**config.mk**
```make
export PLATFORM = sky130hd
export DESIGN_NAME = can_error_diag_timestamp
export DESIGN_NICKNAME = d
export VERILOG_FILES = /design/src/rtl/can_diag_pkg.sv /design/src/rtl/can_error_diag_timestamp.sv
export SDC_FILE = /design/constraint.sdc
export NUM_CORES = 1
export LEC_CHECK = 0
export BUFFER_PORTS_ARGS = -buffer_cell sky130_fd_sc_hd__buf_2
export CORE_UTILIZATION = 30
export DETAILED_ROUTE_END_ITERATION = 16
export PLACE_DENSITY = 0.56
export SYNTH_ARGS = -nofsm -noshare
export SYNTH_HDL_FRONTEND = slang
export SYNTH_SLANG_ARGS = --single-unit
```
**constraint.sdc**
```tcl
create_clock -name pclk -period 7.2 [get_ports pclk]
set_input_delay 0.72 -clock pclk [delete_from_list [all_inputs] [get_ports pclk]]
set_output_delay 0.72 -clock pclk [all_outputs]
set_load 0.1 [all_outputs]
```
**src/rtl/can_diag_pkg.sv**
```systemverilog
package can_diag_pkg;
  // ==========================================================================
  // register map (byte addresses, one 32-bit word each)
  localparam logic [7:0]  OFS_GLOBAL_CONFIG  = 8'h00;
  localparam logic [7:0]  OFS_ERROR_COUNTERS = 8'h04;
  localparam logic [7:0]  OFS_ERROR_DIAG     = 8'h08;
  localparam logic [7:0]  OFS_STAMP_COUNTER  = 8'h0C;
  localparam logic [7:0]  OFS_BIT_TIMING     = 8'h10;
  localparam logic [7:0]  OFS_PROC_STATUS    = 8'h14;

  // ==========================================================================
  // register index returned by the address decoder
  typedef enum logic [2:0] {
    IDX_CONFIG  = 3'h0,
    IDX_ERRCNT  = 3'h1,
    IDX_DIAG    = 3'h2,
    IDX_STAMP   = 3'h3,
    IDX_TIMING  = 3'h4,
    IDX_STATUS  = 3'h5,
    IDX_NONE    = 3'h7
  } reg_index_e;

  // ==========================================================================
  // global configuration fields
  localparam int CFG_ENABLE_BIT  = 0;
  localparam int CFG_STAMP_BIT   = 1;
  localparam int CFG_TXPOL_BIT   = 2;
  localparam int CFG_RXPOL_BIT   = 3;
  localparam int CFG_W           = 4;
  localparam logic [3:0] CFG_RESET = 4'h0;

  // bit timing fields and biases
  localparam int TIM_PSC_LSB  = 0;
  localparam int TIM_PSC_W    = 6;
  localparam int TIM_SEG1_LSB = 6;
  localparam int TIM_SEG1_W   = 4;
  localparam int TIM_SEG2_LSB = 10;
  localparam int TIM_SEG2_W   = 3;
  localparam int TIM_W        = 13;
  localparam logic [12:0] TIM_RESET = 13'h0000;
  localparam logic [15:0] PSC_BIAS  = 16'h0002;
  localparam logic [15:0] SEG_BIAS  = 16'h0001;
  localparam logic [15:0] SYNC_TQ   = 16'h0001;
  localparam int          BUDGET_BITS_SHIFT = 2;  // four bit times

  // error diagnostic fields
  localparam int DG_CODE_LSB  = 0;
  localparam int DG_POS_LSB   = 4;
  localparam int DG_TXE_BIT   = 10;
  localparam int DG_STUFF_BIT = 11;
  localparam int DG_CRC_BIT   = 12;
  localparam int DG_MON_BIT   = 13;
  localparam int DG_DRIVE_BIT = 14;
  localparam int DG_RES_BIT   = 15;
  localparam logic [15:0] REG16_RESET = 16'h0000;

  // processing status fields
  localparam int ST_BUSY_BIT    = 0;
  localparam int ST_OVERRUN_BIT = 1;
  localparam int ST_SLOWCLK_BIT = 2;

  // frame field codes
  typedef enum logic [3:0] {
    FLD_ERROR = 4'h0, FLD_ERROR_DEL = 4'h1, FLD_ERROR_ECHO = 4'h2, FLD_BUS_IDLE = 4'h3,
    FLD_ACK   = 4'h4, FLD_EOF       = 4'h5, FLD_INTERMISSION = 4'h6, FLD_SUSPEND = 4'h7,
    FLD_SOF   = 4'h8, FLD_ARB       = 4'h9, FLD_IDE   = 4'hA, FLD_EXT_ARB = 4'hB,
    FLD_R1R0  = 4'hC, FLD_LENGTH    = 4'hD, FLD_DATA  = 4'hE, FLD_CRC     = 4'hF
  } field_code_e;

  // ==========================================================================
  // internal processing budgets in clock cycles
  localparam logic [4:0]  COPY_CYCLES     = 5'd17;
  localparam logic [4:0]  PROMOTE_CYCLES  = 5'd3;
  localparam logic [4:0]  SCHEDULE_CYCLES = 5'd2;
  localparam logic [15:0] WORST_CASE_CYCLES = 16'd61;  // 17 + 14*3 + 2
  localparam logic        RECESSIVE = 1'b1;

  typedef enum logic [1:0] {
    SEQ_IDLE = 2'b00, SEQ_COPY = 2'b01, SEQ_PROMOTE = 2'b11, SEQ_SCHEDULE = 2'b10
  } seq_state_e;
endpackage

```
**src/rtl/can_error_diag_timestamp.sv**
```systemverilog
// The register addresses and the APB register port were decided locally.
`timescale 1ns/1ps
// Overview of operation
// - error counter register: receive count high byte, transmit low byte, read-only
// - diagnostic register read-only, zero after reset, top bit reserved
// - every detected error overwrites diagnostic with latest field and bit position
// - field codes 0 to 7: flag, delimiter, echo, idle, ack, eof, pause, suspend
// - field codes 8 to 15: sof, arbitration, ide, ext arb, r1r0, length, data, crc
// - bit position loads field length minus one, decrements each bus bit
// - bit 10 shows whether the node was transmitting at the error
// - bit 11 flags a stuffing violation
// - bit 12 flags a bad received crc, meaningful with ack code
// - bit 13 holds receive level sampled at the error
// - bit 14 holds transmit pin value at the error
// - stamp counter: free running 16 bits, one per bus bit, zero after reset
// - with stamp enable, buffer 0 transfer clears the stamp counter
// - finished frame copies stamp counter into the buffer stamp field
// - disabling blocks the receive pin; registers keep contents
// - transmit and receive pins with configurable polarity each
// - copy takes 17 cycles, promote 3 per buffer, schedule 2
// - remote frame answer processing must fit in four bit times
// - minimum timing gives six clock cycles per bit
module can_error_diag_timestamp (
  // apb slave
  input  wire logic                     pclk,
  input  wire logic                     presetn,
  input  wire logic                     psel,
  input  wire logic                     penable,
  input  wire logic                     pwrite,
  input  wire logic [7:0]               paddr,
  input  wire logic [31:0]              pwdata,
  output logic      [31:0]              prdata,
  output logic                          pready,
  output logic                          pslverr,
  // bus pins
  input  wire logic                     receive_pin,
  output logic                          transmit_pin,
  // protocol engine side
  input  wire logic                     tx_bit,
  output logic                          rx_bit,
  output logic                          module_enable,
  output logic      [12:0]              bit_timing_config,
  input  wire logic                     bit_tick,
  input  wire logic                     field_start,
  input  wire can_diag_pkg::field_code_e field_code,
  input  wire logic [6:0]               field_length,
  input  wire logic                     error_detect,
  input  wire logic                     error_stuff,
  input  wire logic                     error_crc,
  input  wire logic                     transmitting,
  input  wire logic [7:0]               receive_error_count,
  input  wire logic [7:0]               transmit_error_count,
  // buffer side
  input  wire logic                     buf0_transfer_done,
  input  wire logic                     frame_done,
  input  wire logic [3:0]               frame_buffer,
  output logic                          stamp_write,
  output logic      [15:0]              stamp_value,
  output logic      [3:0]               stamp_buffer,
  // remote frame processing
  input  wire logic                     remote_frame_valid,
  input  wire logic [3:0]               promote_count,
  output logic                          proc_busy,
  output logic                          proc_done
);
  import can_diag_pkg::*;

  // ==========================================================================
  // address decode
  function automatic reg_index_e decode(input logic [7:0] a);
    case (a)
      OFS_GLOBAL_CONFIG:  decode = IDX_CONFIG;
      OFS_ERROR_COUNTERS: decode = IDX_ERRCNT;
      OFS_ERROR_DIAG:     decode = IDX_DIAG;
      OFS_STAMP_COUNTER:  decode = IDX_STAMP;
      OFS_BIT_TIMING:     decode = IDX_TIMING;
      OFS_PROC_STATUS:    decode = IDX_STATUS;
      default:            decode = IDX_NONE;
    endcase
  endfunction

  logic [CFG_W-1:0]  config_reg;
  logic [TIM_W-1:0]  timing_reg;
  logic [15:0]       error_counters_reg;
  logic [15:0]       error_diagnostic_reg;
  logic [15:0]       bit_time_stamp_counter_reg;
  logic [5:0]        bit_position_reg;
  field_code_e       field_code_reg;
  logic              rx_level_reg;
  logic              overrun_reg;
  logic              slow_clock_reg;
  seq_state_e        seq_state_reg;
  logic [4:0]        seq_count_reg;
  logic [3:0]        promote_left_reg;
  logic [15:0]       window_reg;
  logic              wr_access;
  logic              setup_phase;
  reg_index_e        wr_index;
  logic [15:0]       bit_cycles;
  logic [15:0]       budget_cycles;
  logic              seq_start;
  logic              seq_finish;
  logic              time_stamp_enable;

  assign setup_phase       = psel && !penable;
  assign wr_access         = psel && penable && pready && pwrite;
  assign wr_index          = decode(paddr);
  assign time_stamp_enable = config_reg[CFG_STAMP_BIT];

  // ==========================================================================
  // apb answer: zero wait states, data loaded in the setup cycle
  always_ff @(posedge pclk or negedge presetn) begin
    if (!presetn) begin
      pready  <= 1'b0;
      pslverr <= 1'b0;
      prdata  <= 32'h0000_0000;
    end else begin
      pready  <= setup_phase;
      pslverr <= setup_phase && (decode(paddr) == IDX_NONE);
      if (setup_phase && !pwrite) begin
        case (decode(paddr))
          IDX_CONFIG: prdata <= {28'h000_0000, config_reg};
          IDX_ERRCNT: prdata <= {16'h0000, error_counters_reg};
          IDX_DIAG:   prdata <= {16'h0000, error_diagnostic_reg};
          IDX_STAMP:  prdata <= {16'h0000, bit_time_stamp_counter_reg};
          IDX_TIMING: prdata <= {19'h0_0000, timing_reg};
          IDX_STATUS: prdata <= {29'h0000_0000, slow_clock_reg, overrun_reg, proc_busy};
          default:    prdata <= 32'h0000_0000;
        endcase
      end
    end
  end

  // ==========================================================================
  // writable configuration; contents held while disabled
  always_ff @(posedge pclk or negedge presetn) begin
    if (!presetn) begin
      config_reg <= CFG_RESET;
      timing_reg <= TIM_RESET;
    end else if (wr_access) begin
      if (wr_index == IDX_CONFIG) begin
        config_reg <= pwdata[CFG_W-1:0];
      end
      if (wr_index == IDX_TIMING) begin
        timing_reg <= pwdata[TIM_W-1:0];
      end
    end
  end

  // configuration out to the bit time logic
  always_ff @(posedge pclk or negedge presetn) begin
    if (!presetn) begin
      module_enable     <= 1'b0;
      bit_timing_config <= TIM_RESET;
    end else begin
      module_enable     <= config_reg[CFG_ENABLE_BIT];
      bit_timing_config <= timing_reg;
    end
  end

  // ==========================================================================
  // pin polarity and receive gating
  always_ff @(posedge pclk or negedge presetn) begin
    if (!presetn) begin
      transmit_pin <= RECESSIVE;
      rx_level_reg <= RECESSIVE;
      rx_bit       <= RECESSIVE;
    end else begin
      transmit_pin <= tx_bit ^ config_reg[CFG_TXPOL_BIT];
      rx_level_reg <= receive_pin ^ config_reg[CFG_RXPOL_BIT];
      rx_bit       <= config_reg[CFG_ENABLE_BIT] ? rx_level_reg : RECESSIVE;
    end
  end

  // ==========================================================================
  // error counters mirrored read-only
  always_ff @(posedge pclk or negedge presetn) begin
    if (!presetn) begin
      error_counters_reg <= REG16_RESET;
    end else begin
      error_counters_reg <= {receive_error_count, transmit_error_count};
    end
  end

  // field tracker: code and bit position within the current field
  always_ff @(posedge pclk or negedge presetn) begin
    if (!presetn) begin
      field_code_reg   <= FLD_ERROR;
      bit_position_reg <= 6'h00;
    end else if (field_start) begin
      field_code_reg   <= field_code;
      bit_position_reg <= 6'(field_length - 7'h01);
    end else if (bit_tick) begin
      bit_position_reg <= bit_position_reg - 6'h01;
    end
  end

  // last error capture; top bit stays zero
  always_ff @(posedge pclk or negedge presetn) begin
    if (!presetn) begin
      error_diagnostic_reg <= REG16_RESET;
    end else if (error_detect) begin
      error_diagnostic_reg[DG_RES_BIT]   <= 1'b0;
      error_diagnostic_reg[DG_DRIVE_BIT] <= transmit_pin;
      error_diagnostic_reg[DG_MON_BIT]   <= rx_level_reg;
      error_diagnostic_reg[DG_CRC_BIT]   <= error_crc;
      error_diagnostic_reg[DG_STUFF_BIT] <= error_stuff;
      error_diagnostic_reg[DG_TXE_BIT]   <= transmitting;
      error_diagnostic_reg[DG_TXE_BIT-1:DG_POS_LSB] <= bit_position_reg;
      error_diagnostic_reg[DG_POS_LSB-1:DG_CODE_LSB] <= field_code_reg;
    end
  end

  // ==========================================================================
  // bit time stamp counter; buffer 0 clear wins over the bit tick
  always_ff @(posedge pclk or negedge presetn) begin
    if (!presetn) begin
      bit_time_stamp_counter_reg <= REG16_RESET;
    end else if (time_stamp_enable && buf0_transfer_done) begin
      bit_time_stamp_counter_reg <= REG16_RESET;
    end else if (bit_tick) begin
      bit_time_stamp_counter_reg <= bit_time_stamp_counter_reg + 16'h0001;
    end
  end

  // stamp handed to the buffer of a finished frame
  always_ff @(posedge pclk or negedge presetn) begin
    if (!presetn) begin
      stamp_write  <= 1'b0;
      stamp_value  <= REG16_RESET;
      stamp_buffer <= 4'h0;
    end else begin
      stamp_write <= frame_done;
      if (frame_done) begin
        stamp_value  <= bit_time_stamp_counter_reg;
        stamp_buffer <= frame_buffer;
      end
    end
  end

  // ==========================================================================
  // bit length in clocks and the four-bit budget
  assign bit_cycles = 16'(({10'h000, timing_reg[TIM_PSC_LSB +: TIM_PSC_W]} + PSC_BIAS)
                    * (SYNC_TQ + {12'h000, timing_reg[TIM_SEG1_LSB +: TIM_SEG1_W]} + SEG_BIAS
                    + {13'h0000, timing_reg[TIM_SEG2_LSB +: TIM_SEG2_W]} + SEG_BIAS));
  assign budget_cycles = bit_cycles << BUDGET_BITS_SHIFT;

  // low clock warning against the worst-case answer load
  always_ff @(posedge pclk or negedge presetn) begin
    if (!presetn) begin
      slow_clock_reg <= 1'b0;
    end else begin
      slow_clock_reg <= budget_cycles < WORST_CASE_CYCLES;
    end
  end

  // ==========================================================================
  // remote frame answer sequencer
  assign seq_start  = remote_frame_valid && (seq_state_reg == SEQ_IDLE);
  assign seq_finish = (seq_state_reg == SEQ_SCHEDULE) && (seq_count_reg == 5'd0);

  always_ff @(posedge pclk or negedge presetn) begin
    if (!presetn) begin
      seq_state_reg    <= SEQ_IDLE;
      seq_count_reg    <= 5'd0;
      promote_left_reg <= 4'h0;
    end else begin
      case (seq_state_reg)
        SEQ_IDLE: begin
          if (seq_start) begin
            seq_state_reg    <= SEQ_COPY;
            seq_count_reg    <= COPY_CYCLES - 5'd1;
            promote_left_reg <= promote_count;
          end
        end
        SEQ_COPY, SEQ_PROMOTE: begin
          if (seq_count_reg != 5'd0) begin
            seq_count_reg <= seq_count_reg - 5'd1;
          end else if (promote_left_reg != 4'h0) begin
            seq_state_reg    <= SEQ_PROMOTE;
            seq_count_reg    <= PROMOTE_CYCLES - 5'd1;
            promote_left_reg <= promote_left_reg - 4'h1;
          end else begin
            seq_state_reg <= SEQ_SCHEDULE;
            seq_count_reg <= SCHEDULE_CYCLES - 5'd1;
          end
        end
        SEQ_SCHEDULE: begin
          if (seq_count_reg != 5'd0) begin
            seq_count_reg <= seq_count_reg - 5'd1;
          end else begin
            seq_state_reg <= SEQ_IDLE;
          end
        end
        default: begin
          seq_state_reg <= SEQ_IDLE;
        end
      endcase
    end
  end

  // elapsed cycles since validation, busy and done outputs
  always_ff @(posedge pclk or negedge presetn) begin
    if (!presetn) begin
      window_reg <= REG16_RESET;
      proc_busy  <= 1'b0;
      proc_done  <= 1'b0;
    end else begin
      proc_done <= seq_finish;
      proc_busy <= seq_start || ((seq_state_reg != SEQ_IDLE) && !seq_finish);
      if (seq_start) begin
        window_reg <= 16'h0001;
      end else if (seq_state_reg != SEQ_IDLE && window_reg != 16'hFFFF) begin
        window_reg <= window_reg + 16'h0001;
      end
    end
  end

  // sticky overrun flag; write one clears, a new overrun wins
  always_ff @(posedge pclk or negedge presetn) begin
    if (!presetn) begin
      overrun_reg <= 1'b0;
    end else if (seq_finish && (window_reg > budget_cycles)) begin
      overrun_reg <= 1'b1;
    end else if (wr_access && wr_index == IDX_STATUS && pwdata[ST_OVERRUN_BIT]) begin
      overrun_reg <= 1'b0;
    end
  end

  // ==========================================================================
  // checks
  a_counters_mirror: assert property (@(posedge pclk) disable iff (!presetn)
    ##1 error_counters_reg == {$past(receive_error_count), $past(transmit_error_count)})
    else $error("error counters do not mirror the inputs");

  a_diag_reserved: assert property (@(posedge pclk) disable iff (!presetn)
    error_diagnostic_reg[DG_RES_BIT] == 1'b0)
    else $error("reserved diagnostic bit set");

  a_diag_capture: assert property (@(posedge pclk) disable iff (!presetn)
    error_detect |=> error_diagnostic_reg[DG_TXE_BIT-1:0]
                     == {$past(bit_position_reg), $past(field_code_reg)})
    else $error("diagnostic did not capture field and position");

  a_position_load: assert property (@(posedge pclk) disable iff (!presetn)
    field_start ##1 (bit_tick && !field_start)
    |=> bit_position_reg == 6'($past(field_length, 2) - 7'h02))
    else $error("bit position not loaded and decremented");

  a_flag_capture: assert property (@(posedge pclk) disable iff (!presetn)
    error_detect |=> error_diagnostic_reg[DG_MON_BIT:DG_TXE_BIT]
                     == {$past(rx_level_reg), $past(error_crc), $past(error_stuff),
                         $past(transmitting)})
    else $error("diagnostic flags wrong");

  a_stamp_clear: assert property (@(posedge pclk) disable iff (!presetn)
    (time_stamp_enable && buf0_transfer_done) |=> bit_time_stamp_counter_reg == 16'h0000)
    else $error("stamp counter not cleared");

  a_stamp_count: assert property (@(posedge pclk) disable iff (!presetn)
    (bit_tick && !(time_stamp_enable && buf0_transfer_done))
    |=> bit_time_stamp_counter_reg == $past(bit_time_stamp_counter_reg) + 16'h0001)
    else $error("stamp counter did not count");

  a_stamp_handoff: assert property (@(posedge pclk) disable iff (!presetn)
    frame_done |=> stamp_write && stamp_value == $past(bit_time_stamp_counter_reg))
    else $error("stamp not handed to buffer");

  a_rx_gated: assert property (@(posedge pclk) disable iff (!presetn)
    !config_reg[CFG_ENABLE_BIT] |=> rx_bit == RECESSIVE)
    else $error("receive path open while disabled");

  a_tx_polarity: assert property (@(posedge pclk) disable iff (!presetn)
    $past(presetn) |-> transmit_pin == ($past(tx_bit) ^ $past(config_reg[CFG_TXPOL_BIT])))
    else $error("transmit polarity wrong");

  a_copy_length: assert property (@(posedge pclk) disable iff (!presetn)
    seq_start |=> (seq_state_reg == SEQ_COPY) [*8] ##1 (seq_state_reg == SEQ_COPY) [*8]
                  ##1 (seq_state_reg == SEQ_COPY) ##1 (seq_state_reg != SEQ_COPY))
    else $error("copy phase not 17 cycles");

  a_overrun_set: assert property (@(posedge pclk) disable iff (!presetn)
    (seq_finish && window_reg > budget_cycles) |=> overrun_reg)
    else $error("overrun not flagged");
endmodule

```
# Word level (Yosys, flattened, before mapping)
# Index checks and enable logic that the tools add are counted.
# totals
wordCells,127
regBits,177
out_inout_bits,73
# classes
n_mul,1
reduce_logical,37
magnitude_cmp,2
add_sub_neg,11
n_eq_ne,22
bitwise_logic,2
muxes,26
# ops
cell,n
$pmux W16 S6,1
$mux W16,4
$add A16 B1 Y16 const B,2
$pmux W3 S6,1
$eq A8 B4 Y1 const B,2
$eq A8 B5 Y1 const B,2
$gt A16 B16 Y1,1
$lt A16 B6 Y1 const B,1
$ne A16 B16 Y1 const B,1
$eq A3 B3 Y1 const B,5
$mux W5,3
$pmux W5 S3,1
$logic_and A1 B1 Y1,14
$mul A7 B8 Y14,1
$mux W4,3
$mux W6,2
$reduce_bool A2 Y1,6
$sub A6 B1 Y6 const B,2
$add A7 B1 Y8 const B,1
$eq A8 B3 Y1 const B,1
$logic_not A8 Y1,1
$mux W2,4
$ne A2 B2 Y1 const B,4
$pmux W4 S2,1
other kinds (26),37

# Logic depth before layout (Yosys ltp)
# Gate-level depths: netlist of run 1.
# logic_depth
depth_word,8
ltp_mapped,28

# Worst setup path after synthesis of run 1
# Ideal clock, no wire load.
# synth_path
kind,register to register
start,register timing_reg[7]
end,register overrun_reg
period_less_slack_ns,6.317
path_buffers,0
setup_time_ns,0.122
t_arrival_ns,6.195
stages_incl_launch_ff,25
slack_ns,0.883
required_time_ns,7.078
cell_sequence,dfrtp_1 > inv_1 > ha_1 > inv_1 > ha_1 > fa_1 > xnor2_1 > nor2_1 > fa_1 > ha_1 > ha_1 > fa_1 > ha_1 > nor2b_1 > o31a_1 > or4_4 > a31oi_4 > xnor2_1 > inv_1 > ha_1 > and3_1 > nand3_1 > nor4_1 > or3b_1 > a32o_1
# synth_via
elab_chain_len,8
# synth_rtl
element,line,source
start: declaration,can_error_diag_timestamp.sv:83,logic [TIM_W-1:0] timing_reg;
start signal: assignment,can_error_diag_timestamp.sv:145,timing_reg <= pwdata[TIM_W-1:0];
$add A1 B4 Y5 *,can_error_diag_timestamp.sv:244,"* (SYNC_TQ + {12'h000, timing_reg[TIM_SEG1_LSB +: TIM_SEG1_W]} + SEG_BIAS"
$add A5 B1 Y6 *,can_error_diag_timestamp.sv:244,
$add A6 B3 Y7 *,can_error_diag_timestamp.sv:245,"+ {13'h0000, timing_reg[TIM_SEG2_LSB +: TIM_SEG2_W]} + SEG_BIAS));"
$add A7 B1 Y8 *,can_error_diag_timestamp.sv:245,
$mul A7 B8 Y14 *,can_error_diag_timestamp.sv:244,
$gt A16 B16 Y1 *,can_error_diag_timestamp.sv:323,end else if (seq_finish && (window_reg > budget_cycles)) begin
$logic_and A1 B1 Y1 *,can_error_diag_timestamp.sv:323,
$mux W1 / $reduce_bool A2 Y1 (equally long branches),--,
end signal: assignment,can_error_diag_timestamp.sv:322,overrun_reg <= 1'b0;
end signal: assignment,can_error_diag_timestamp.sv:324,overrun_reg <= 1'b1;
end signal: assignment,can_error_diag_timestamp.sv:326,overrun_reg <= 1'b0;
end: declaration,can_error_diag_timestamp.sv:90,logic overrun_reg;
# Every way passes the cells marked *; elsewhere a longest branch is shown, timed or not.
# A chain may end at the register's enable or synchronous reset.

# Worst setup path after layout of run 1
# Ends and elaborated chain as after synthesis.

==> reports/metrics.csv, run 1 <==
metric,value,unit
drt total wl,22.1,mm
post-synthesis sequential area ratio,45.2,%
post-place instance area,9850,um^2
crit path max fanout,7,
Worst EP arrival,7.16,ns
Fin Hold WS,0.399,ns
Async SR Flop Fraction,100,%
first-pass GRT wire length,35.8,mm
initial antenna violation count,3,
Yosys warnings,0,
total die area,30400,um^2
CP Class,register to register,
Synth area leader,dfrtp_1,
final worst path period share,94.9,%
via count,6531,
Max-Slew Margin vs Limit,34.8,%
final setup violation count,0,
CTS tree,built,
All-Layer GR Usage,15.1,%
crit start category,register,
worst-skew pair later-pin latency,0.43,ns
remaining antenna violation count,0,
vias in the first global route,6592,
RSZ-0062 raised after global routing,no,
Max H-tree Level,4,
"setup slack, reg-to-reg",0.36,ns
drt drc,0,
Via density,4.86,
count of input and output buffers,127,
Rows,62,
ranking of synthesized cells by area,"dfrtp_1 (44%), ha_1 (8.6%), mux2_2 (5.3%)",
fmax,0.146,GHz
Starting DRT DRC Count,296,
peak supply drop,163,uV
Layout Cells excl Fill,1344,
Cells after Synth,827,
"Top FF cell, synth",dfrtp_1,
final setup TNS,0,ns
CTS Buf Count,17,
floorplan core area,28900,um^2
Synth top area share,44.3,%
Tmin final,6.84,ns
highest metal layer with signal wires,met5,
reg2reg end,overrun_reg,
met2 WL,10.8,mm
Leak Pwr,5.12,nW
RR Startpoint,timing_reg[7],
Die Span X,174,um
run status,finished clean,
synth cell count leaders,"dfrtp_1 (158), nor2_1 (64), nand2_1 (62), ha_1 (61), mux2_2 (42)",
area delta synth->final,17.8,%
Setup crit end kind,register,
I/O pin count,164,
share of layout cells above drive strength 1,25.2,%
DP Wirelength,16.6,mm
CP required,7.52,ns
Final Max Tran Viols,0,
routability cong.,0.814,
Die Ht,174,um
clock skew,0.0126,ns
Yosys cell types,76,
number of synthesized flops with an enable pin,0,
most numerous cell in the Yosys netlist,dfrtp_1,
R2R depth,26,
PD cells,272,nW/um^2
total grt overflow,0,
# Post-CTS Setup Buffers,0,
Cells after DPL,1310,
clock sink count,161,
Final Power,0.00286,W
maxcap violations,0,
syn_area_per_cell,10.8,um^2
routed len/inst,16.5,um
1st-pass router iterations,5,
Final Instance Area,10500,um^2
worst min path class,input port to asynchronous set/reset pin,
nets@finish,1112,
Slew @ Worst Pin,0.977,ns
CTS root buf,clkbuf_16,
WL met3,1.07,mm
largest net degree at the start of global routing,106,
"flops & latches, synth",161,
Initial Utilization,30.8,%
"Hold Violations, Final",0,
wire length on met1,10.1,mm
Synth Cell Area,8920,um^2
Worst-path clk slew,0.07,ns
Clock Tree Buf Depth,2,
[per-layer routing]
layer / up-vias / GRT usage [%]
met5: - / 0
met4: 2 / 3.69
met1: 3227 / 19.6
met3: 17 / 3.74
met2: 145 / 24.9
li1: 3140 / -
[through the flow]
| step | worst slack (ns) | utilization (%) |
|---|---|---|
| after CTS | 0.161 | 36.2 |
| after global placement | 0.278 | 34.0 |
| after detailed placement | 0.178 | 34.0 |
| final | 0.364 | 36.3 |
| after global routing | 0.0206 | 36.3 |
| after floorplan | 0.883 | - |
[kinds of logic after synthesis]
family / synth area share [%]
other: 0.0421
AO/OA/AOI/OAI: 11.9
AND/OR/NAND/NOR: 14.3
adder cells (fa/ha/maj): 11.9
multiplexers: 8.05
flip-flops: 45.2
buffers and inverters: 4.55
XOR/XNOR: 4.03
[how the worst max path moves through the flow]
stage | startpoint | end | slack [ns]
final | timing_reg[7] | overrun_reg | 0.36
after global routing | timing_reg[11] | overrun_reg | 0.02
after CTS | timing_reg[11] | overrun_reg | 0.16
after detailed placement | timing_reg[11] | overrun_reg | 0.18
after global placement | timing_reg[11] | overrun_reg | 0.28
after floorplan | timing_reg[7] | overrun_reg | 0.88
[layout make-up]
type | count | area, um^2
Inverter | 37 | 139
Timing Repair Buffer | 130 | 664
Clock inverter | 15 | 201
Sequential cell | 161 | 4030
Tap cell | 384 | 480
Fill cell | 2856 | 18400
Multi-Input combinational cell | 598 | 4550
Clock buffer | 17 | 425
Antenna cell | 2 | 5.00
[where the power goes]
part | internal [W] | total, W | switching (W)
registers | 0.00103 | 0.00118 | 0.000149
logic | 0.000241 | 0.000712 | 0.000471
clock network | 0.000558 | 0.000966 | 0.000409
[worst max-delay path, cell delays in order, from the launching register on]
cell and delay, ns:
dfrtp_1 0.41, inv_1 0.06, ha_1 0.27, inv_1 0.04, ha_1 0.21, fa_1 0.64, nand2b_1 0.11, fa_1 0.47
fa_1 0.54, inv_1 0.05, fa_1 0.49, ha_1 0.31, ha_1 0.34, o21a_1 0.12, o31a_1 0.12, or4_4 0.43
a31oi_4 0.25, xnor2_1 0.17, inv_1 0.08, ha_1 0.28, and3_1 0.16, nand3_1 0.10, a31oi_1 0.05, a211o_1 0.31
o311ai_0 0.31, a21boi_0 0.16, a32o_1 0.24
[timing repair]
| item | CTS | global route |
|---|---|---|
| gates resized for setup | 0 | 2 |
| hold buffers | 0 | 0 |
| hold endpoints to repair | 0 | 0 |
| setup endpoints to repair | 0 | 1 |
[placed cells by master (no fill, tap or decap), types with 8 or more instances in the layout]
cell type,synthesis,final
nand2_1,62,62
and2_1,8,8
a21oi_1,28,28
inv_1,37,37
o21ai_1,18,18
nand2b_1,10,10
nand3_1,21,21
ha_1,61,61
o21ai_0,35,35
xor2_1,25,25
xnor2_1,16,15
a22o_1,10,10
conb_1,1,16
dfrtp_1,158,158
fa_1,15,15
nor3_1,8,8
clkbuf_16,0,17
nor2_1,64,64
mux2_4,10,10
mux2_2,42,42
buf_2,6,126
nor2b_1,16,16
nand4_1,12,12
a221oi_1,12,12
(Power assumes the default switching activity.)
==> inputs of run 2 (changes only) <==
--- a/config.mk
+++ b/config.mk
@@ -6,9 +6,10 @@
 export NUM_CORES = 1
 export LEC_CHECK = 0
 export BUFFER_PORTS_ARGS = -buffer_cell sky130_fd_sc_hd__buf_2
-export CORE_UTILIZATION = 30
+export CORE_UTILIZATION = 45
 export DETAILED_ROUTE_END_ITERATION = 16
-export PLACE_DENSITY = 0.56
+export PLACE_DENSITY = 0.75
+export RECOVER_POWER = 100
 export SYNTH_ARGS = -nofsm -noshare
 export SYNTH_HDL_FRONTEND = slang
 export SYNTH_SLANG_ARGS = --single-unit
==> run 2 against run 1 <==
  * The flow now finishes with violations (capacitance limit, slew limit)
  * Hold slack got worse by 0.0047 ns
  * Critical path depth down 2
  * Fmax barely moved
  * Final area shrank 3.3%
  * Combinational power down 2%
  * Via count rose by 1.9%
  * Clock power shrank 1%
  * Flip-flop and latch count stayed put
==> reports/metrics.csv, run 2 (synthesis results as in run 1) <==
metric,value,unit,change
Via density,5.45,,was 4.86
largest net degree at the start of global routing,91,,was 106
share of layout cells above drive strength 1,16.0,%,was 25.2%
Starting DRT DRC Count,393,,was 296
All-Layer GR Usage,20.5,%,was 15.1%
via count,6654,,was 6531
"Hold Violations, Final",0,,unchanged
Max H-tree Level,4,,unchanged
worst min path class,input port to register,,was input port to asynchronous set/reset pin
Min-Delay Path Depth,1,,
number of fill cells,1741,,was 2856
Worst EP arrival,7.17,ns,was 7.16 ns
clock skew,0.0133,ns,was 0.0126 ns
total grt overflow,0,,unchanged
routability cong.,0.863,,was 0.814
routed len/inst,16.5,um,about the same
Slew @ Worst Pin,4.82,ns,was 0.977 ns
"setup slack, reg-to-reg",0.36,ns,about the same
crit start category,register,,unchanged
Setup crit end kind,register,,unchanged
CTS tree,built,,unchanged
min-delay src,transmit_error_count[1],,
floorplan core area,19500,um^2,was 28900 um^2
R2R depth,24,,was 26
clock sink count,161,,unchanged
CP required,7.53,ns,was 7.52 ns
drt total wl,20.1,mm,was 22.1 mm
remaining antenna violation count,0,,unchanged
final setup violation count,0,,unchanged
Final Power,0.00283,W,was 0.00286 W
worst-skew pair later-pin latency,0.43,ns,about the same
Layout Cells excl Fill,1222,,was 1344
"leading cell type in the layout, fill and taps excluded",dfrtp_1,,unchanged
RR Startpoint,timing_reg[11],,was timing_reg[7]
Final Instance Area,10200,um^2,was 10500 um^2
first-pass GRT wire length,32.0,mm,was 35.8 mm
peak supply drop,190,uV,was 163 uV
post-place instance area,9700,um^2,was 9850 um^2
fmax,0.146,GHz,about the same
RSZ-0062 raised after global routing,no,,unchanged
count of input and output buffers,127,,unchanged
Clock Tree Buf Depth,2,,unchanged
run status,"complete, but fails checks",,was finished clean
CTS root buf,clkbuf_16,,unchanged
I/O pin count,164,,unchanged
Tmin final,6.84,ns,about the same
reg2reg end,overrun_reg,,unchanged
Rows,51,,was 62
DP Wirelength,14.8,mm,was 16.6 mm
Die Ht,143,um,was 174 um
final worst path period share,95.0,%,was 94.9%
Worst-path clk slew,0.07,ns,about the same
maxcap violations,4,,was 0
1st-pass router iterations,5,,unchanged
drt drc,0,,unchanged
Final Max Tran Viols,192,,was 0
Max-Slew Margin vs Limit,-221,%,was 34.8%
CTS Buf Count,17,,unchanged
Initial Utilization,45.8,%,was 30.8%
Die Span X,143,um,was 174 um
CP Class,register to register,,unchanged
Antenna Cells,0,,was 2
nets@finish,1111,,was 1112
PD cells,278,nW/um^2,was 272 nW/um^2
crit path max fanout,7,,unchanged
vias in the first global route,6322,,was 6592
Leak Pwr,4.81,nW,was 5.12 nW
slack of the critical path,0.358,ns,was 0.364 ns
area delta synth->final,13.9,%,was 17.8%
pre-CTS setup slack,0.167,ns,was 0.178 ns
initial antenna violation count,1,,was 3
hold endpoint,error_counters_reg[1],,
failing checks,"capacitance limit, slew limit",,
final setup TNS,0,ns,unchanged
# Post-CTS Setup Buffers,0,,unchanged
total die area,20400,um^2,was 30400 um^2
"commonest non-fill, non-tap cells in the layout","dfrtp_1 (158), clkbuf_1 (67), nor2_1 (64)",,"was dfrtp_1 (158), buf_2 (126), nor2_1 (64)"
Cells after DPL,1190,,was 1310
-- run 2: changes by cell type in the layout (fill, tap and decap cells not counted), sizes merged --
| cell | previous run | this run |
|---|---|---|
| buf | 130 | 61 |
| clkbuf | 17 | 87 |
| clkinv | 5 | 4 |
| diode | 2 | 0 |
| inv | 42 | 41 |
-- run 2: final cells by class --
type	count	area (um^2)	share of cell area (%)
inverter	37	139	1.37
clock buffer	19	453	4.46
timing repair buffer	129	564	5.55
multi-input combinational	598	4470	44.0
tap	265	332	3.26
clock inverter	13	174	1.71
sequential	161	4030	39.7
-- run 2: worst max path at each step --
stage | start | endpoint | slack, ns | cells after the start
final | timing_reg[11] | overrun_reg | 0.36 | 24
after floorplan | timing_reg[7] | overrun_reg | 0.88 | 24
after detailed placement | timing_reg[11] | overrun_reg | 0.17 | 24
after CTS | timing_reg[11] | overrun_reg | 0.14 | 24
after global placement | timing_reg[11] | overrun_reg | 0.37 | 24
after global routing | timing_reg[11] | overrun_reg | 0.04 | 26
-- run 2: critical path: stages, from the launching register on --
cell and delay [ns]:
dfrtp_1 0.40, inv_1 0.09, ha_1 0.28, inv_1 0.04
ha_1 0.22, fa_2 0.62, nand2b_1 0.09, fa_1 0.47
fa_1 0.56, inv_1 0.07, fa_1 0.49, ha_1 0.30
ha_1 0.34, o21a_1 0.12, o31a_1 0.12, or4_4 0.44
a31oi_4 0.25, xnor2_1 0.18, inv_1 0.07, ha_1 0.28
and3_1 0.17, nand3_1 0.10, nor4_1 0.40, or3b_1 0.39
a32o_1 0.26
-- run 2: layer usage --
| metal | GRT usage, % | up-vias | part of all wire, % |
|---|---|---|---|
| li1 | - | 3140 | - |
| met1 | 26.6 | 3274 | 45 |
| met2 | 34.0 | 208 | 48 |
| met3 | 3.86 | 30 | 5.4 |
| met4 | 7.98 | 2 | 1.8 |
| met5 | 0 | - | 0.065 |
-- run 2: power breakdown --
| group | internal, W | switching, W | leakage (nW) |
|---|---|---|---|
| Clock | 0.000570 | 0.000383 | 0.302 |
| Sequential | 0.00103 | 0.000151 | 2.06 |
| Combinational | 0.000229 | 0.000466 | 2.44 |
| Total | 0.00183 | 0.000999 | 4.81 |
-- run 2: through the flow --
step | utilization (%) | hold slack [ns]
after floorplan | - | 0.389
after global placement | 49.8 | 0.426
after detailed placement | 49.8 | 0.435
after CTS | 53.0 | 0.376
after global routing | 52.2 | 0.384
final | 52.2 | 0.395
-- run 2: timing repair --
action,in CTS,in global routing
endpoints found under the setup margin,0,1
gates resized for setup,0,2
hold buffers,0,0
==> inputs of run 3 (changes only) <==
--- a/config.mk
+++ b/config.mk
@@ -5,6 +5,7 @@
 export SDC_FILE = /design/constraint.sdc
 export NUM_CORES = 1
 export LEC_CHECK = 0
+export ABC_AREA = 1
 export BUFFER_PORTS_ARGS = -buffer_cell sky130_fd_sc_hd__buf_2
 export CORE_UTILIZATION = 45
 export DETAILED_ROUTE_END_ITERATION = 16
==> run 3 against run 2 <==
  * The flow still finishes with violations (capacitance limit, slew limit)
  * Wire length is 6.2% higher
  * Combinational power barely moved
  * Flip-flop and latch count did not move
  * Power shrank 4.2%
  * Non-clock buffer count is 1 lower
  * Critical path type unchanged
  * Highest routed layer is now met4
==> reports/metrics.csv, run 3 <==
metric,value,unit,change
Die Ht,144,um,was 143 um
R2R depth,25,,was 24
Cells after Synth,1073,,was 827
RSZ-0062 raised after global routing,no,,unchanged
CP bufs+invs,3,,was 4
CP dominant cell by count,ha_1,,unchanged
hold endpoint,error_counters_reg[5],,was error_counters_reg[1]
drt total wl,21.4,mm,was 20.1 mm
Worst EP arrival,6.41,ns,was 7.17 ns
fmax,0.165,GHz,was 0.146 GHz
"Top FF cell, synth",dfrtp_1,,unchanged
Antenna Cells,0,,unchanged
met2 WL,10.0,mm,was 9.66 mm
area delta synth->final,13.2,%,was 13.9%
PD cells,263,nW/um^2,was 278 nW/um^2
hold_buf cts,0,,unchanged
peak supply drop,160,uV,was 190 uV
ranking of synthesized cells by area,"dfrtp_1 (43%), nand2_1 (9.3%), ha_1 (8.4%)",,"was dfrtp_1 (44%), ha_1 (8.6%), mux2_2 (5.3%)"
vias in the first global route,7132,,was 6322
CP Class,register to register,,unchanged
synth cell count leaders,"nand2_1 (225), dfrtp_1 (158), inv_1 (158), nor2_1 (107), o21ai_0 (80)",,"was dfrtp_1 (158), nor2_1 (64), nand2_1 (62), ha_1 (61), mux2_2 (42)"
crit path max fanout,7,,unchanged
CTS Buf Count,17,,unchanged
post-CTS sizing,0,,unchanged
number of fill cells,1875,,was 1741
remaining antenna violation count,0,,unchanged
Min-Delay Path Depth,1,,unchanged
I/O pin count,164,,unchanged
floorplan core area,19700,um^2,was 19500 um^2
count of input and output buffers,127,,unchanged
Rows,51,,unchanged
Tmin final,6.04,ns,was 6.84 ns
area of the multi-input gates,4200,um^2,was 4470 um^2
final setup TNS,0,ns,unchanged
Setup crit end kind,register,,unchanged
min-delay src,transmit_error_count[5],,was transmit_error_count[1]
DP Wirelength,15.9,mm,was 14.8 mm
total die area,20800,um^2,was 20400 um^2
drt drc,0,,unchanged
CP required,7.57,ns,was 7.53 ns
slowest cell on the critical path,xnor2_1,,was fa_2
largest net degree at the start of global routing,105,,was 91
most numerous cell in the Yosys netlist,nand2_1,,was dfrtp_1
Clock Tree Buf Depth,2,,unchanged
pre-CTS setup slack,1.21,ns,was 0.167 ns
CTS tree,built,,unchanged
"setup slack, reg-to-reg",1.16,ns,was 0.36 ns
Yosys warnings,0,,unchanged
CP top delay family,adder cells,,unchanged
flip-flop and latch area,4030,um^2,unchanged
Starting DRT DRC Count,474,,was 393
Yosys cell types,56,,was 76
routability cong.,0.886,,was 0.863
All-Layer GR Usage,21.7,%,was 20.5%
Max-Slew Margin vs Limit,-270,%,was -221%
clock sink count,161,,unchanged
highest metal layer with signal wires,met4,,was met5
Initial Utilization,46.4,%,was 45.8%
nets@finish,1368,,was 1111
number of synthesized flops with an enable pin,0,,unchanged
Synth Cell Area,9110,um^2,was 8920 um^2
Slew @ Worst Pin,5.54,ns,was 4.82 ns
worst min path class,input port to register,,unchanged
Max H-tree Level,4,,unchanged
Worst-path clk slew,0.07,ns,about the same
syn_area_per_cell,8.49,um^2,was 10.8 um^2
run status,"complete, but fails checks",,unchanged
total grt overflow,0,,unchanged
CTS root buf,clkbuf_16,,unchanged
Via density,5.03,,was 5.45
Die Span X,144,um,was 143 um
RR Startpoint,timing_reg[7],,was timing_reg[11]
Util after Layout,52.5,%,was 52.2%
slack of the critical path,1.16,ns,was 0.358 ns
routed len/inst,14.4,um,was 16.5 um
Crit path largest cell delay,0.57,ns,was 0.62 ns
"leading cell type in the layout, fill and taps excluded",nand2_1,,was dfrtp_1
first-pass GRT wire length,34.5,mm,was 32.0 mm
final worst path period share,83.9,%,was 95.0%
maxcap violations,1,,was 4
final setup violation count,0,,unchanged
WL met3,1.27,mm,was 1.08 mm
wire length on met1,9.71,mm,was 9.01 mm
"commonest non-fill, non-tap cells in the layout","nand2_1 (228), inv_1 (159), dfrtp_1 (158)",,"was dfrtp_1 (158), clkbuf_1 (67), nor2_1 (64)"
Synth area leader,dfrtp_1,,unchanged
1st-pass router iterations,5,,unchanged
Final Max Tran Viols,105,,was 192
share of layout cells above drive strength 1,10.5,%,was 16.0%
worst-skew pair later-pin latency,0.44,ns,was 0.43 ns
reg2reg end,overrun_reg,,unchanged
initial antenna violation count,0,,was 1
via count,7438,,was 6654
Async SR Flop Fraction,100,%,unchanged
clock skew,0.0100,ns,was 0.0133 ns
# Post-CTS Setup Buffers,0,,unchanged
"Hold Violations, Final",0,,unchanged
failing checks,"capacitance limit, slew limit",,unchanged
post-synthesis sequential area ratio,44.2,%,was 45.2%
"flops & latches, synth",161,,unchanged
Leak Pwr,5.44,nW,was 4.81 nW
crit start category,register,,unchanged
Synth top area share,43.4,%,was 44.3%
run 3: per-stage QoR:
stage          area [um^2]  power (W)  hold slack, ns  cells
2_1_floorplan         9170    0.00168           0.369   1088
3_3_place_gp          9940    0.00183           0.381   1447
3_5_place_dp          9940    0.00185           0.388   1447
4_1_cts              10500    0.00274           0.374   1479
5_1_grt              10300    0.00285           0.374   1479
6_report             10300    0.00271           0.385   1479
run 3: cell type report:
cell class                      instances  area share, %
Inverter                              164           5.98
Clock buffer                           20           4.43
Tap cell                              265           3.21
Timing Repair Buffer                  128           5.42
Multi-Input combinational cell        729           40.7
Clock inverter                         12           1.16
Sequential cell                       161           39.1
run 3: logic make-up after synthesis:
| family | after synthesis | synth area share, % |
|---|---|---|
| mux | 18 | 2.28 |
| simple gates | 447 | 21.7 |
| compound gates | 158 | 9.58 |
| other cells | 1 | 0.0411 |
| buf+inv | 198 | 9.13 |
| xor+xnor | 14 | 1.35 |
| flops | 161 | 44.2 |
| fa+ha+maj | 76 | 11.7 |
run 3: routing by layer:
layer	GRT usage [%]	vias up
li1	-	3675
met5	0	-
met3	4.64	29
met4	6.43	0
met2	35.8	229
met1	28.4	3505
run 3: how the worst max path moves through the flow:
stage                   start                 endpoint  slack (ns)  depth (start not counted)
5_1_grt               presetn  error_diagnostic_reg[5]        0.62                          1
2_1_floorplan  timing_reg[11]              overrun_reg        1.90                         25
4_1_cts         timing_reg[7]              overrun_reg        1.15                         28
3_5_place_dp    timing_reg[7]              overrun_reg        1.21                         28
3_3_place_gp    timing_reg[7]              overrun_reg        1.33                         25
6_report        timing_reg[7]              overrun_reg        1.16                         25
run 3: report_power, final:
part / switching, W / internal [W]
Sequential: 0.0000909 / 0.00103
Clock: 0.000392 / 0.000502
Combinational: 0.000523 / 0.000172
Total: 0.00101 / 0.00171
